`config.mk`:
```
export PLATFORM = sky130hd
export DESIGN_NAME = serial_register_access_slave
export DESIGN_NICKNAME = d
export VERILOG_FILES = /design/src/serial_access_pkg.sv /design/src/serial_register_access_slave.sv
export SDC_FILE = /design/constraint.sdc
export NUM_CORES = 1
export LEC_CHECK = 0
export BUFFER_PORTS_ARGS = -buffer_cell sky130_fd_sc_hd__clkbuf_2
export CAP_MARGIN = 20
export CORE_AREA = 2 2 92 94
export DETAILED_ROUTE_END_ITERATION = 12
export DIE_AREA = 0 0 94 96
export PLACE_DENSITY = 0.78
export SYNTH_ARGS = -nofsm -noshare
export SYNTH_HDL_FRONTEND = slang
export SYNTH_SLANG_ARGS = --single-unit
```
`constraint.sdc`:
```
create_clock -name i_ref_clk -period 2.94 [get_ports i_ref_clk]
set_input_delay 0.588 -clock i_ref_clk [delete_from_list [all_inputs] [get_ports i_ref_clk]]
set_output_delay 0.588 -clock i_ref_clk [all_outputs]
set_load 0.01 [all_outputs]
```
`src/serial_access_pkg.sv`:
```
package serial_access_pkg;

   // ------------------------------------------------------------------
   // I2C addressing
   // ------------------------------------------------------------------
   localparam logic [6:0] I2C_ADDR_SEL_HIGH = 7'h1e;
   localparam logic [6:0] I2C_ADDR_SEL_LOW = 7'h1c;
   localparam int I2C_BITS_PER_BYTE = 8;

   // ------------------------------------------------------------------
   // SPI frame layout
   // ------------------------------------------------------------------
   localparam logic [5:0] SPI_BIT_DIR = 6'h00;
   localparam logic [5:0] SPI_BIT_INC = 6'h01;
   localparam logic [5:0] SPI_BIT_ADDR_LAST = 6'h07;
   localparam logic [5:0] SPI_FIRST_DATA_BIT = 6'h08;
   localparam logic [5:0] SPI_HEADER_BITS = 6'h08;
   localparam logic [2:0] SPI_BLOCK_LAST = 3'h7;

   // ------------------------------------------------------------------
   // Register file
   // ------------------------------------------------------------------
   localparam logic [6:0] IF_CTRL_INDEX = 7'h22;
   localparam int IF_CTRL_THREE_WIRE_BIT = 2;
   localparam logic [7:0] IF_CTRL_RESET = 8'h03;

   typedef enum logic [3:0] {
      I2C_IDLE = 4'h0,
      I2C_ADDR = 4'h1,
      I2C_ADDR_ACK = 4'h3,
      I2C_SUB = 4'h2,
      I2C_SUB_ACK = 4'h6,
      I2C_WDATA = 4'h7,
      I2C_WDATA_ACK = 4'h5,
      I2C_RDATA = 4'h4,
      I2C_RDATA_ACK = 4'hc,
      I2C_IGNORE = 4'hd
   } i2c_state_t;

endpackage

```
`src/serial_register_access_slave.sv`:
```
// Operation
// - Address 0011110b with select high, else 0011100b.
// - Address byte: seven address bits, then direction.
// - Acknowledge every received byte when addressed.
// - Release data for ack; hold low whole high.
// - Sub-address: low 7 index, top bit increments.
// - Write bytes acknowledged, successive with auto-increment.
// - Bytes eight bits, MSB first, unlimited count.
// - Receiver may stretch clock low to stall; this slave has no clock output and never stretches.
// - Detect start and stop while clock high.
// - Unaccepted address leaves data line high.
// - Outputs change on falling, sampled on rising.
// - SPI access 16 pulses, plus 8 per further register.
// - Frame bit 0 at first falling edge.
// - Bit 1 set advances index per block.
// - Bits 2-7 index, bits 8-15 data, MSB first.
// - Three-wire select bit at 22h enables 3-wire.
`timescale 1ns/1ns
`default_nettype none

module serial_register_access_slave
   import serial_access_pkg::*;
(
   input wire logic i_ref_clk,
   input wire logic i_rst_n,
   input wire logic i_clk_en,
   input wire logic i_cs_n,
   input wire logic i_scl_spc,
   input wire logic i_sda_sdi,
   input wire logic i_sdo_address_select_pin,
   input wire logic [7:0] i_reg_rdata,
   output logic o_sda_sdi_oe,
   output logic o_sda_sdi_out,
   output logic o_sdo_oe,
   output logic o_sdo_out,
   output logic [6:0] o_reg_index,
   output logic [7:0] o_reg_wdata,
   output logic o_reg_wr,
   output logic o_reg_rd,
   output logic o_three_wire_select
);

   // ------------------------------------------------------------------
   // Pin synchronisers and edge detection
   // ------------------------------------------------------------------
   logic [1:0] cs_sync_reg;
   logic [1:0] clk_sync_reg;
   logic [1:0] dat_sync_reg;
   logic [1:0] sel_sync_reg;
   logic cs_d_reg;
   logic clk_d_reg;
   logic dat_d_reg;

   always_ff @(posedge i_ref_clk)
   begin
      if (!i_rst_n)
      begin
         cs_sync_reg <= 2'h3;
         clk_sync_reg <= 2'h3;
         dat_sync_reg <= 2'h3;
         sel_sync_reg <= 2'h0;
         cs_d_reg <= 1'b1;
         clk_d_reg <= 1'b1;
         dat_d_reg <= 1'b1;
      end
      else if (i_clk_en)
      begin
         cs_sync_reg <= {cs_sync_reg[0], i_cs_n};
         clk_sync_reg <= {clk_sync_reg[0], i_scl_spc};
         dat_sync_reg <= {dat_sync_reg[0], i_sda_sdi};
         sel_sync_reg <= {sel_sync_reg[0], i_sdo_address_select_pin};
         cs_d_reg <= cs_sync_reg[1];
         clk_d_reg <= clk_sync_reg[1];
         dat_d_reg <= dat_sync_reg[1];
      end
   end

   logic cs_n;
   logic clk_s;
   logic dat_s;
   logic clk_rise;
   logic clk_fall;
   logic i2c_mode;
   logic start_det;
   logic stop_det;
   logic [6:0] my_addr;

   assign cs_n = cs_sync_reg[1];
   assign clk_s = clk_sync_reg[1];
   assign dat_s = dat_sync_reg[1];
   assign clk_rise = clk_s && !clk_d_reg;
   assign clk_fall = !clk_s && clk_d_reg;
   assign i2c_mode = cs_n && cs_d_reg;
   assign start_det = i2c_mode && clk_s && clk_d_reg && dat_d_reg && !dat_s;
   assign stop_det = i2c_mode && clk_s && clk_d_reg && !dat_d_reg && dat_s;
   assign my_addr = sel_sync_reg[1] ? I2C_ADDR_SEL_HIGH : I2C_ADDR_SEL_LOW;

   // ------------------------------------------------------------------
   // Shared register-file strobes and index
   // ------------------------------------------------------------------
   logic i2c_wr;
   logic i2c_rd;
   logic i2c_set_idx;
   logic i2c_inc;
   logic spi_wr;
   logic spi_rd;
   logic spi_set_idx;
   logic spi_inc;
   logic [6:0] i2c_idx;
   logic [6:0] spi_idx;
   logic [7:0] i2c_wbyte;
   logic [7:0] spi_wbyte;
   logic inc_en_reg;
   logic spi_inc_en;

   always_ff @(posedge i_ref_clk)
   begin
      if (!i_rst_n)
      begin
         o_reg_index <= 7'h00;
         inc_en_reg <= 1'b0;
      end
      else if (i_clk_en)
      begin
         if (i2c_set_idx)
         begin
            o_reg_index <= i2c_idx;
            inc_en_reg <= i2c_wbyte[7];
         end
         else if (spi_set_idx)
         begin
            o_reg_index <= spi_idx;
            inc_en_reg <= spi_inc_en;
         end
         else if ((i2c_inc || spi_inc) && inc_en_reg)
            o_reg_index <= o_reg_index + 7'h01;
      end
   end

   always_ff @(posedge i_ref_clk)
   begin
      if (!i_rst_n)
      begin
         o_reg_wr <= 1'b0;
         o_reg_rd <= 1'b0;
         o_reg_wdata <= 8'h00;
      end
      else if (i_clk_en)
      begin
         o_reg_wr <= i2c_wr || spi_wr;
         o_reg_rd <= i2c_rd || spi_rd;
         if (i2c_wr)
            o_reg_wdata <= i2c_wbyte;
         else if (spi_wr)
            o_reg_wdata <= spi_wbyte;
      end
   end

   // Local copy of the three-wire select bit, tracked on writes to 22h.
   always_ff @(posedge i_ref_clk)
   begin
      if (!i_rst_n)
         o_three_wire_select <= IF_CTRL_RESET[IF_CTRL_THREE_WIRE_BIT];
      else if (i_clk_en && o_reg_wr && o_reg_index == IF_CTRL_INDEX)
         o_three_wire_select <= o_reg_wdata[IF_CTRL_THREE_WIRE_BIT];
   end

   // ------------------------------------------------------------------
   // I2C engine
   // ------------------------------------------------------------------
   i2c_state_t i2c_state_reg;
   logic [3:0] i2c_bit_reg;
   logic [7:0] i2c_shift_reg;
   logic i2c_rnw_reg;
   logic i2c_sda_low_reg;

   assign i2c_wbyte = i2c_shift_reg;
   assign i2c_idx = i2c_shift_reg[6:0];
   assign i2c_set_idx = clk_fall && i2c_state_reg == I2C_SUB && i2c_bit_reg == 4'h8;
   assign i2c_wr = clk_fall && i2c_state_reg == I2C_WDATA && i2c_bit_reg == 4'h8;
   assign i2c_rd = clk_fall && ((i2c_state_reg == I2C_ADDR_ACK && i2c_rnw_reg)
                   || (i2c_state_reg == I2C_RDATA_ACK && !dat_d_reg));
   assign i2c_inc = (i2c_state_reg == I2C_WDATA_ACK && clk_fall)
                    || (i2c_state_reg == I2C_RDATA && clk_rise && i2c_bit_reg == 4'h0);

   always_ff @(posedge i_ref_clk)
   begin
      if (!i_rst_n)
      begin
         i2c_state_reg <= I2C_IDLE;
         i2c_bit_reg <= 4'h0;
         i2c_shift_reg <= 8'h00;
         i2c_rnw_reg <= 1'b0;
         i2c_sda_low_reg <= 1'b0;
      end
      else if (i_clk_en)
      begin
         if (!i2c_mode || stop_det)
         begin
            i2c_state_reg <= I2C_IDLE;
            i2c_sda_low_reg <= 1'b0;
         end
         else if (start_det)
         begin
            i2c_state_reg <= I2C_ADDR;
            i2c_bit_reg <= 4'h0;
            i2c_sda_low_reg <= 1'b0;
         end
         else if (clk_rise)
         begin
            case (i2c_state_reg)
               I2C_ADDR, I2C_SUB, I2C_WDATA:
               begin
                  i2c_shift_reg <= {i2c_shift_reg[6:0], dat_s};
                  i2c_bit_reg <= i2c_bit_reg + 4'h1;
               end
               I2C_RDATA_ACK:
                  if (dat_s)
                     i2c_state_reg <= I2C_IGNORE;
               default:
                  i2c_state_reg <= i2c_state_reg;
            endcase
         end
         else if (clk_fall)
         begin
            case (i2c_state_reg)
               I2C_ADDR:
                  if (i2c_bit_reg == 4'h8)
                  begin
                     if (i2c_shift_reg[7:1] == my_addr)
                     begin
                        i2c_rnw_reg <= i2c_shift_reg[0];
                        i2c_state_reg <= I2C_ADDR_ACK;
                        i2c_sda_low_reg <= 1'b1;
                     end
                     else
                        i2c_state_reg <= I2C_IGNORE;
                  end
               I2C_ADDR_ACK:
               begin
                  i2c_bit_reg <= 4'h0;
                  if (i2c_rnw_reg)
                  begin
                     i2c_state_reg <= I2C_RDATA;
                     i2c_shift_reg <= i_reg_rdata;
                     i2c_sda_low_reg <= !i_reg_rdata[7];
                  end
                  else
                  begin
                     i2c_state_reg <= I2C_SUB;
                     i2c_sda_low_reg <= 1'b0;
                  end
               end
               I2C_SUB, I2C_WDATA:
                  if (i2c_bit_reg == 4'h8)
                  begin
                     i2c_state_reg <= (i2c_state_reg == I2C_SUB) ? I2C_SUB_ACK : I2C_WDATA_ACK;
                     i2c_sda_low_reg <= 1'b1;
                  end
               I2C_SUB_ACK, I2C_WDATA_ACK:
               begin
                  i2c_state_reg <= I2C_WDATA;
                  i2c_bit_reg <= 4'h0;
                  i2c_sda_low_reg <= 1'b0;
               end
               I2C_RDATA:
               begin
                  if (i2c_bit_reg == 4'h7)
                  begin
                     i2c_state_reg <= I2C_RDATA_ACK;
                     i2c_sda_low_reg <= 1'b0;
                  end
                  else
                  begin
                     i2c_sda_low_reg <= !i2c_shift_reg[6];
                     i2c_shift_reg <= {i2c_shift_reg[6:0], 1'b0};
                  end
                  i2c_bit_reg <= i2c_bit_reg + 4'h1;
               end
               I2C_RDATA_ACK:
               begin
                  i2c_state_reg <= I2C_RDATA;
                  i2c_bit_reg <= 4'h0;
                  i2c_shift_reg <= i_reg_rdata;
                  i2c_sda_low_reg <= !i_reg_rdata[7];
               end
               default:
                  i2c_state_reg <= i2c_state_reg;
            endcase
         end
      end
   end

   // ------------------------------------------------------------------
   // SPI engine
   // ------------------------------------------------------------------
   logic [5:0] spi_cnt_reg;
   logic [2:0] spi_blk_reg;
   logic [7:0] spi_shift_reg;
   logic spi_rnw_reg;
   logic spi_inc_reg;
   logic spi_drive_reg;
   logic spi_out_reg;
   logic spi_in_header;

   assign spi_in_header = spi_cnt_reg < SPI_HEADER_BITS;
   assign spi_inc_en = spi_inc_reg;
   assign spi_idx = {1'b0, spi_shift_reg[5:0]};
   // The last bit of a block is merged as it arrives, so the write carries all eight bits.
   assign spi_wbyte = {spi_shift_reg[6:0], dat_s};
   assign spi_set_idx = !cs_n && clk_fall && spi_cnt_reg == SPI_FIRST_DATA_BIT;
   assign spi_rd = spi_set_idx && spi_rnw_reg;
   assign spi_wr = !cs_n && clk_rise && !spi_in_header && !spi_rnw_reg
                   && spi_cnt_reg != SPI_FIRST_DATA_BIT && spi_blk_reg == 3'h0;
   assign spi_inc = !cs_n && clk_fall && !spi_in_header && spi_blk_reg == 3'h0
                    && spi_cnt_reg != SPI_FIRST_DATA_BIT;

   always_ff @(posedge i_ref_clk)
   begin
      if (!i_rst_n)
      begin
         spi_cnt_reg <= 6'h00;
         spi_blk_reg <= 3'h0;
         spi_shift_reg <= 8'h00;
         spi_rnw_reg <= 1'b0;
         spi_inc_reg <= 1'b0;
      end
      else if (i_clk_en)
      begin
         if (cs_n)
         begin
            spi_cnt_reg <= 6'h00;
            spi_blk_reg <= 3'h0;
         end
         else if (clk_fall)
         begin
            if (spi_in_header)
               spi_cnt_reg <= spi_cnt_reg + 6'h01;
            else
               spi_blk_reg <= spi_blk_reg + 3'h1;
            if (spi_cnt_reg == SPI_HEADER_BITS)
               spi_cnt_reg <= spi_cnt_reg + 6'h01;
            if (!spi_in_header && spi_rnw_reg && spi_blk_reg == 3'h0 && spi_cnt_reg != SPI_FIRST_DATA_BIT)
               spi_shift_reg <= i_reg_rdata;
         end
         else if (clk_rise)
         begin
            if (spi_cnt_reg == 6'h01 + SPI_BIT_DIR)
               spi_rnw_reg <= dat_s;
            if (spi_cnt_reg == 6'h01 + SPI_BIT_INC)
               spi_inc_reg <= dat_s;
            if (spi_cnt_reg > SPI_BIT_INC + 6'h01 && spi_cnt_reg <= SPI_BIT_ADDR_LAST + 6'h01)
               spi_shift_reg <= {spi_shift_reg[6:0], dat_s};
            else if (!spi_in_header && !spi_rnw_reg)
               spi_shift_reg <= {spi_shift_reg[6:0], dat_s};
         end
      end
   end

   // Read bits shift out on falling edges, from the start of bit 8 onward.
   // A block's first byte is fetched one cycle after its falling edge, once the index has settled.
   logic [7:0] spi_rdbyte_reg;
   logic spi_load_reg;

   always_ff @(posedge i_ref_clk)
   begin
      if (!i_rst_n)
      begin
         spi_drive_reg <= 1'b0;
         spi_out_reg <= 1'b1;
         spi_rdbyte_reg <= 8'h00;
         spi_load_reg <= 1'b0;
      end
      else if (i_clk_en)
      begin
         spi_load_reg <= 1'b0;
         if (cs_n)
            spi_drive_reg <= 1'b0;
         else if (spi_load_reg)
         begin
            spi_out_reg <= i_reg_rdata[7];
            spi_rdbyte_reg <= {i_reg_rdata[6:0], 1'b0};
         end
         else if (clk_fall && !spi_in_header && spi_rnw_reg)
         begin
            spi_drive_reg <= 1'b1;
            if (spi_blk_reg == 3'h0)
               spi_load_reg <= 1'b1;
            else
            begin
               spi_out_reg <= spi_rdbyte_reg[7];
               spi_rdbyte_reg <= {spi_rdbyte_reg[6:0], 1'b0};
            end
         end
      end
   end

   // ------------------------------------------------------------------
   // Pad drivers
   // ------------------------------------------------------------------
   always_ff @(posedge i_ref_clk)
   begin
      if (!i_rst_n)
      begin
         o_sda_sdi_oe <= 1'b0;
         o_sda_sdi_out <= 1'b0;
         o_sdo_oe <= 1'b0;
         o_sdo_out <= 1'b1;
      end
      else if (i_clk_en)
      begin
         if (i2c_mode)
         begin
            o_sda_sdi_oe <= i2c_sda_low_reg;
            o_sda_sdi_out <= 1'b0;
            o_sdo_oe <= 1'b0;
         end
         else
         begin
            o_sda_sdi_oe <= o_three_wire_select && spi_drive_reg;
            o_sda_sdi_out <= spi_out_reg;
            o_sdo_oe <= !o_three_wire_select && spi_drive_reg;
         end
         o_sdo_out <= spi_out_reg;
      end
   end

endmodule // serial_register_access_slave

`default_nettype wire

```
==> results of run 1 <==
==> placed cells by master (no fill, tap or decap), types with 5 or more instances in the layout <==
cell / count
mux2_2: 8
nor2_1: 40
nand2_1: 68
xor2_1: 6
dfxtp_1: 80
nand4_1: 7
xnor2_1: 5
nand2b_1: 7
nor4_1: 7
o22ai_1: 5
nor3_1: 6
nand3_1: 15
o21ai_0: 8
o211ai_1: 8
a211oi_1: 21
inv_1: 19
a311oi_1: 12
a21oi_1: 26
clkbuf_2: 36
buf_4: 12
ha_1: 11
mux2i_1: 48
clkbuf_8: 10
==> worst max-delay path, cell delays in order, from the launching register on <==
cell and delay (ns):
dfxtp_1 0.36, inv_1 0.09, ha_1 0.65, nor2b_1 0.21, nand4_1 0.16, a21oi_1 0.55, a21o_2 0.26, mux2i_1 0.19
==> worst max path at each step <==
| stage | to | slack [ns] | depth (start not counted) | start |
|---|---|---|---|---|
| detailed placement | o_reg_wdata[3] | 0.44 | 7 | clk_sync_reg[1] |
| global placement | i2c_shift_reg[4] | 0.59 | 4 | i2c_state_reg[1] |
| global route | o_reg_index[1] | 0.22 | 7 | clk_sync_reg[1] |
| floorplan | o_reg_wdata[7] | 0.91 | 11 | clk_sync_reg[1] |
| CTS | o_reg_wdata[5] | 0.45 | 7 | clk_sync_reg[1] |
| finish | o_reg_index[0] | 0.41 | 7 | clk_sync_reg[1] |
==> power by group <==
group	switching [mW]	leakage (nW)	total (mW)	internal, mW
clock	0.460	0.0870	0.800	0.340
sequential	0.0366	0.648	1.14	1.10
combinational	0.185	1.21	0.301	0.116
==> metal layers <==
layer  vias up  track usage  wire (um)  share of wire
met5         -            0          0              0
met4         0       0.0882        216          0.019
met3        28       0.0415        816          0.070
met2       170        0.430       5350           0.46
met1      2011        0.371       5250           0.45
li1       2012            -          -              -
==> cell type report <==
| class | count | area, sq um |
|---|---|---|
| fillers | 728 | 3010 |
| multi-input cells | 396 | 2780 |
| flip-flops and latches | 80 | 1600 |
| repair buffers | 48 | 270 |
| clock buffers | 10 | 138 |
| well taps | 105 | 131 |
| inverters | 20 | 75.1 |
| clock inverters | 6 | 51.3 |
==> cells by family (layout without fill, tap and decap cells) <==
kind of cell             Yosys count  count (layout)  synth area share
AND/OR/NAND/NOR                  185             185             0.200
AO/OA/AOI/OAI                    132             132             0.219
flip-flops                        80              80             0.342
buffers and inverters             62              84            0.0639
multiplexers                      57              57             0.125
adder cells (fa/ha/maj)           11              11            0.0294
XOR/XNOR                          11              11            0.0206
==> synth_stat cells, drive strengths merged (11+ instances only) <==
cell type / instances
dfxtp: 80
nand2: 68
mux2i: 48
nor2: 41
a21oi: 27
a211oi: 22
buf: 21
clkbuf: 21
inv: 19
a311oi: 15
nand3: 15
ha: 11
o21ai: 11
==> through the flow <==
step | setup WS, ns | cells | instance area, sq um
after floorplan | 0.911 | 538 | 4680
after global placement | 0.585 | 649 | 4860
after detailed placement | 0.435 | 649 | 4860
after CTS | 0.446 | 665 | 5040
after global routing | 0.217 | 665 | 5040
final | 0.412 | 665 | 5040
==> flow_metrics.tcl, run 1 <==
set metrics [dict create \
    min_period_ns 2.53 \
    slew_violations 0 \
    tightest_slew_ns 0.791 \
    cts-buffers-inserted 9 \
    cts.sinks 80 \
    synth-seq-area-share 0.342 \
    rows 33 \
    grt_pass1_vias 3875 \
    place.gp.congestion 0.866 \
    clk_latency_ns 0.37 \
    yosysUniqueCellTypes 76 \
    fmax_mhz 396 \
    vias_per_cell 6.35 \
    cp-end-kind "flop" \
    synth_edf_count 0 \
    io_pins 37 \
    first_pass_iters 6 \
    hold_viol 0 \
    clockBufferDepth 2 \
    holdWs_ns 0.441 \
    syn_to_final_growth_pct 7.84 \
    synth_top_area_cell "dfxtp_1" \
    fp.dieW_um 94 \
    tritoncts "built" \
    power_mw 2.24 \
    grt_pass1_wl_um 19000 \
    synth_top_area_frac 0.342 \
    start_kind "flop" \
    synthCells 538 \
    netlist_top_cells_area "dfxtp_1 (34%), mux2i_1 (10%), nand2_1 (5.5%)" \
    gr-usage-all-layers 0.268 \
    hold_class "in -> reg" \
    whs_endpoint "cs_sync_reg[0]" \
    post_cts_buffers 0 \
    cp_data_required_time_ns 3.24 \
    dr.first_iter.drc_count 340 \
    timing.rr.end "o_reg_index[0]" \
    grt_max_degree 41 \
    worst-r2r-cell-count 7 \
    setup_tns_ns 0 \
    max_slew_margin 0.472 \
    die_height_um 96 \
    syn-num-nets 564 \
    syn_area_per_cell_sq_um 8.70 \
    ys_seq_elements 80 \
    ctsResizeCount 0 \
    syn-cell-area_sq_um 4680 \
    antenna_left 0 \
    wl_per_cell_um 17.5 \
    vias 4221 \
    irDropWorstVdd_v 0.000401 \
    drt_wl_total_um 11600 \
    layout.nets 581 \
    drive_gt1_frac 0.166 \
    cp.arrival_ns 2.83 \
    min_path_cells 3 \
    rsz0062_at_grt "no" \
    synthFlopType "dfxtp_1" \
    worst-path-max-fanout 19 \
    holdCritStartpoint "i_cs_n" \
    clkTransAtPathRegs_ns 0.09 \
    clockRootBuffer "clkbuf_8" \
    crit-reg2reg-launch "clk_sync_reg[1]" \
    p_leak_nw 1.95 \
    crit_type "reg -> reg" \
    final_util 0.627 \
    antenna_found_initial 0 \
    yosysWarnings 0 \
    status "finished, final reports clean" \
    ctsHoldBuffers 0 \
    period_share 0.860 \
    async_flop_share 0 \
    setup_viol 0 \
    h-tree-depth 3 \
    numPortBuffers 36 \
    r2r_setup_slack_ns 0.41 \
    start_util 0.581 \
    gr-total-overflow 0 \
    hpwl_um 8160 \
    dieArea_sq_um 9020 \
    power.density_nw_per_um2 445 \
    clock_skew_ns 0.0105 \
    antennaDiodeCount 0 \
    cap_violations 0 \
    drc 0 \
    coreArea_sq_um 8050 \
]
Note: power is estimated with default switching activity, not from simulation.
==> run 2, diff against run 1 <==
--- a/config.mk
+++ b/config.mk
@@ -5,11 +5,13 @@
 export SDC_FILE = /design/constraint.sdc
 export NUM_CORES = 1
 export LEC_CHECK = 0
+export ABC_AREA = 1
 export BUFFER_PORTS_ARGS = -buffer_cell sky130_fd_sc_hd__clkbuf_2
 export CAP_MARGIN = 20
 export CORE_AREA = 2 2 92 94
 export DETAILED_ROUTE_END_ITERATION = 12
 export DIE_AREA = 0 0 94 96
+export GPL_TIMING_DRIVEN = 0
 export PLACE_DENSITY = 0.78
 export SYNTH_ARGS = -nofsm -noshare
 export SYNTH_HDL_FRONTEND = slang
==> flow_metrics.tcl, run 2 <==
set metrics [dict create \
    status "finished, final reports clean" \
    fmax_mhz 485 \
    whs_endpoint "clk_sync_reg[0]" \
    final_util 0.650 \
    layout_common_cells "nand2_1 (166), nor2_1 (122), dfxtp_1 (80), inv_1 (71), o21ai_0 (53)" \
    slew_violations 0 \
    fp.dieW_um 94 \
    hold_viol 0 \
    holdCritStartpoint "i_scl_spc" \
    start_util 0.583 \
    yosysWarnings 0 \
    synth_top_area_frac 0.341 \
    gr-total-overflow 0 \
    drive_gt1_frac 0.142 \
    clockBufferDepth 2 \
    h-tree-depth 3 \
    vias 4750 \
    first_pass_iters 5 \
    r2r_setup_slack_ns 0.88 \
    synth_most_common_cell "nand2_1" \
    dieArea_sq_um 9020 \
    yosysUniqueCellTypes 38 \
    die_height_um 96 \
    synth_edf_count 0 \
    ctsResizeCount 0 \
    vias_per_cell 5.43 \
    syn-cell-area_sq_um 4690 \
    clockRootBuffer "clkbuf_8" \
    hold_class "in -> reg" \
    wl_per_cell_um 14.9 \
    min_period_ns 2.06 \
    period_share 0.702 \
    netlist_top_cells_area "dfxtp_1 (34%), nand2_1 (13%), nor2_1 (9.8%)" \
    coreArea_sq_um 8050 \
    layout.nets 790 \
    power_mw 2.61 \
    worst-r2r-cell-count 10 \
    ctsHoldBuffers 0 \
    tightest_slew_ns 0.736 \
    cp.arrival_ns 2.32 \
    syn_to_final_growth_pct 11.5 \
    io_pins 37 \
    synth_top_area_cell "dfxtp_1" \
    grt_pass1_vias 4390 \
    grt_max_degree 16 \
    cp_data_required_time_ns 3.20 \
    numPortBuffers 35 \
    post_cts_buffers 0 \
    cap_violations 0 \
    min_path_cells 3 \
    synth_commonest_cells "nand2_1 (166), nor2_1 (122), dfxtp_1 (80)" \
    power.density_nw_per_um2 498 \
    setup_viol 0 \
    syn-num-nets 744 \
    setup_tns_ns 0 \
    drt_wl_total_um 13000 \
    irDropWorstVdd_v 0.000295 \
    grt_pass1_wl_um 21200 \
    antenna_left 0 \
    antennaDiodeCount 0 \
    dr.first_iter.drc_count 272 \
    synthFlopType "dfxtp_1" \
    synthCells 718 \
    clkTransAtPathRegs_ns 0.09 \
    hpwl_um 9760 \
    synth-seq-area-share 0.341 \
    cts-buffers-inserted 9 \
    place.gp.congestion 0.986 \
    crit-reg2reg-launch "clk_sync_reg[1]" \
    rows 33 \
    worst-path-max-fanout 10 \
    timing.rr.end "spi_shift_reg[6]" \
    clk_latency_ns 0.36 \
    final_common_cell "nand2_1" \
    drc 0 \
    start_kind "flop" \
    clock_skew_ns 0.0146 \
    async_flop_share 0 \
    antenna_found_initial 0 \
    gr-usage-all-layers 0.303 \
    cp-end-kind "flop" \
    crit_type "reg -> reg" \
    max_slew_margin 0.510 \
    rsz0062_at_grt "no" \
    syn_area_per_cell_sq_um 6.54 \
    cts.sinks 80 \
    tritoncts "built" \
    ys_seq_elements 80 \
    p_leak_nw 2.51 \
]
run 2: final cells by class:
type / count / area (sq um)
inverter: 83 / 312
multi-input combinational: 532 / 2660
clock inverter: 6 / 97.6
clock buffer: 10 / 138
timing repair buffer: 35 / 175
sequential: 80 / 1600
fill: 753 / 2820
tap: 105 / 131
buffer: 23 / 118
run 2: how the worst max path moves through the flow:
stage	end	slack [ns]	start	depth (start not counted)
floorplan	o_reg_index[6]	1.19	clk_sync_reg[1]	12
global placement	o_reg_wr	0.84	i_rst_n	5
detailed placement	o_reg_wr	0.81	i_rst_n	5
CTS	o_reg_index[6]	0.90	clk_sync_reg[1]	12
global route	o_reg_wdata[1]	0.67	clk_sync_reg[1]	12
finish	spi_shift_reg[6]	0.88	clk_sync_reg[1]	10
run 2: layer usage:
metal	share of wire	wire (um)	global-route usage
met1	0.45	5870	0.406
met2	0.46	5930	0.501
met3	0.069	894	0.0548
met4	0.022	286	0.0894
met5	0	0	0
run 2: cell families after synthesis:
kind of cell    count (synthesis)  synth area share
simple gates                  400             0.393
compound gates                115             0.134
buf+inv                       106            0.0914
flops                          80             0.341
fa+ha+maj                      11            0.0293
xor+xnor                        6            0.0112
run 2: through the flow:
| stage | hold slack, ns | area (sq um) | std cells | setup WS [ns] |
|---|---|---|---|---|
| after floorplan | 0.423 | 4690 | 718 | 1.19 |
| after global placement | 0.437 | 5000 | 858 | 0.841 |
| after detailed placement | 0.441 | 5000 | 858 | 0.805 |
| after CTS | 0.432 | 5240 | 874 | 0.897 |
| after global routing | 0.430 | 5240 | 874 | 0.670 |
| final | 0.432 | 5240 | 874 | 0.877 |
run 2: critical path, cell delays in order (launching register included):
cell     delay [ns]
dfxtp_1        0.39
inv_1          0.08
ha_1           0.24
buf_2          0.22
nor2_1         0.21
inv_1          0.11
o21ai_1        0.09
nand3_1        0.18
buf_2          0.25
a21oi_1        0.14
nor2_1         0.06
run 2: where the power goes:
group | leakage [nW] | switching, mW | internal [mW]
combinational | 1.74 | 0.329 | 0.149
clock | 0.119 | 0.459 | 0.515
sequential | 0.649 | 0.0355 | 1.12
total | 2.51 | 0.824 | 1.78
==> run 3, diff against run 2 <==
--- a/config.mk
+++ b/config.mk
@@ -5,14 +5,14 @@
 export SDC_FILE = /design/constraint.sdc
 export NUM_CORES = 1
 export LEC_CHECK = 0
-export ABC_AREA = 1
+export ABC_AREA = 0
 export BUFFER_PORTS_ARGS = -buffer_cell sky130_fd_sc_hd__clkbuf_2
 export CAP_MARGIN = 20
-export CORE_AREA = 2 2 92 94
+export CORE_AREA = 2 2 96 98
 export DETAILED_ROUTE_END_ITERATION = 12
-export DIE_AREA = 0 0 94 96
+export DIE_AREA = 0 0 98 100
 export GPL_TIMING_DRIVEN = 0
-export PLACE_DENSITY = 0.78
+export PLACE_DENSITY = 0.75
 export SYNTH_ARGS = -nofsm -noshare
 export SYNTH_HDL_FRONTEND = slang
 export SYNTH_SLANG_ARGS = --single-unit
==> constraint.sdc (replaced) <==
create_clock -name i_ref_clk -period 1.8 [get_ports i_ref_clk]
set_input_delay 0.36 -clock i_ref_clk [delete_from_list [all_inputs] [get_ports i_ref_clk]]
set_output_delay 0.36 -clock i_ref_clk [all_outputs]
set_load 0.01 [all_outputs]
==> flow_metrics.tcl, run 3 (synthesis results as in run 1) <==
set metrics [dict create \
    status "complete, but fails checks" \
    violations "setup timing" \
    antennaDiodeCount 0 \
    worst-path-max-fanout 5 \
    holdCritStartpoint "i_cs_n" \
    period_share 1.10 \
    layout_common_cells "nand2_1 (66), dfxtp_1 (66), mux2i_1 (47), clkbuf_2 (37)" \
    wl_per_cell_um 19.7 \
    fillerInstances 653 \
    place.gp.congestion 0.938 \
    cp-end-kind "flop" \
    crit-reg2reg-launch "i2c_bit_reg[0]" \
    clkTransAtPathRegs_ns 0.10 \
    antenna_found_initial 0 \
    start_util 0.526 \
    cap_violations 0 \
    cp_data_required_time_ns 2.10 \
    max_slew_margin 0.439 \
    drt_wl_total_um 14600 \
    dr.first_iter.drc_count 463 \
    first_pass_iters 5 \
    seqCellArea_sq_um 1640 \
    grt_max_degree 17 \
    antenna_left 0 \
    drc 0 \
    slew_violations 0 \
    setup_viol 41 \
    layout.nets 650 \
    clock_skew_ns 0.0153 \
    vias 4642 \
    tightest_slew_ns 0.842 \
    setup_tns_ns -3.29 \
    io_pins 37 \
    grt_pass1_vias 4463 \
    final_util 0.706 \
    timing.final.ws_setup_ns -0.185 \
    gr-usage-all-layers 0.284 \
    power.density_nw_per_um2 669 \
    r2r_setup_slack_ns -0.19 \
    dieArea_sq_um 9800 \
    gr-total-overflow 0 \
    fmax_mhz 504 \
    worst-r2r-cell-count 10 \
    hold_viol 0 \
    rows 35 \
    numPortBuffers 35 \
    multi_input_comb_area_sq_um 3310 \
    vias_per_cell 6.27 \
    cts-buffers-inserted 9 \
    cp.arrival_ns 2.28 \
    p_leak_nw 2.42 \
    min_period_ns 1.99 \
    whs_endpoint "cs_sync_reg[0]" \
    crit_type "reg -> reg" \
    timing.rr.end "o_reg_wdata[5]" \
    ctsHoldBuffers 0 \
    clockBufferDepth 2 \
    coreArea_sq_um 8890 \
    clk_latency_ns 0.37 \
    h-tree-depth 3 \
    rsz0062_at_grt "yes" \
    tritoncts "built" \
    grt_pass1_wl_um 22400 \
    start_kind "flop" \
    irDropWorstVdd_v 0.000521 \
    min_path_cells 3 \
    hpwl_um 9470 \
    cts.sinks 80 \
    syn_to_final_growth_pct 34.2 \
    hold_class "in -> reg" \
    fp.dieW_um 98 \
    drive_gt1_frac 0.367 \
    die_height_um 100 \
    clockRootBuffer "clkbuf_8" \
]
==> run 3: cell count changes in the layout (fill, tap and decap cells not counted), sizes merged, moves of 36 or more <==
| cell | previous run | this run |
|---|---|---|
| nor2 | 132 | 41 |
| nand2 | 176 | 68 |
| buf | 11 | 62 |
| mux2i | 0 | 48 |
| o21ai | 62 | 11 |
| inv | 85 | 23 |
| nand3 | 51 | 15 |
==> run 3: power by group <==
part           total [mW]  internal [mW]  switching (mW)
Clock                1.59          0.809           0.779
Sequential           1.85           1.80          0.0475
Combinational       0.763          0.323           0.440
==> run 3: what timing repair did <==
item	4_1_cts	5_1_grt
pin swaps	22	43
resized for setup	66	80
endpoints found under the setup margin	55	49
setup buffers	24	19
cloned	1	2
==> run 3: critical path: stages (launching register included) <==
cell      delay, ns
dfxtp_4        0.40
inv_4          0.05
ha_4           0.15
and3b_2        0.23
and4b_1        0.19
buf_6          0.13
o21a_1         0.19
buf_6          0.14
buf_12         0.12
buf_16         0.12
a211oi_2       0.17
==> run 3: per-stage QoR <==
step                cell area [sq um]  setup WS, ns  hold WS, ns  power [mW]  std cells
CTS                              5790        -0.187        0.203        4.06        721
global route                     6280        -0.259        0.216        4.30        740
finish                           6280        -0.185        0.202        4.20        740
global placement                 5120        -0.360        0.449        2.43        684
floorplan                        4810       -0.0691        0.437        2.29        538
detailed placement               5120        -0.394        0.460        2.44        684
==> run 3: layer usage <==
layer,part of all wire,GRT usage,vias to the layer above
met3,0.068,0.0418,58
met1,0.41,0.366,2223
met5,0,0,-
li1,-,-,2141
met2,0.48,0.474,220
met4,0.040,0.126,0
==> run 3: final cells by class <==
type | instances | share of cell area
buffer | 38 | 0.0441
clock buffer | 9 | 0.0197
timing repair buffer | 79 | 0.0955
tap | 111 | 0.0221
clock inverter | 7 | 0.0169
sequential | 80 | 0.261
multi-input combinational | 396 | 0.527
inverter | 20 | 0.0136
==> run 3: worst max path at each step <==
stage | startpoint | to | slack, ns | cells past startpoint
5_1_grt | clk_d_reg | o_reg_wdata[1] | -0.26 | 9
6_report | i2c_bit_reg[0] | o_reg_wdata[5] | -0.19 | 10
4_1_cts | clk_d_reg | o_reg_wdata[5] | -0.19 | 9
3_3_place_gp | clk_sync_reg[1] | o_reg_index[0] | -0.36 | 8
2_1_floorplan | clk_d_reg | i2c_bit_reg[1] | -0.07 | 8
3_5_place_dp | clk_sync_reg[1] | o_reg_index[0] | -0.39 | 8
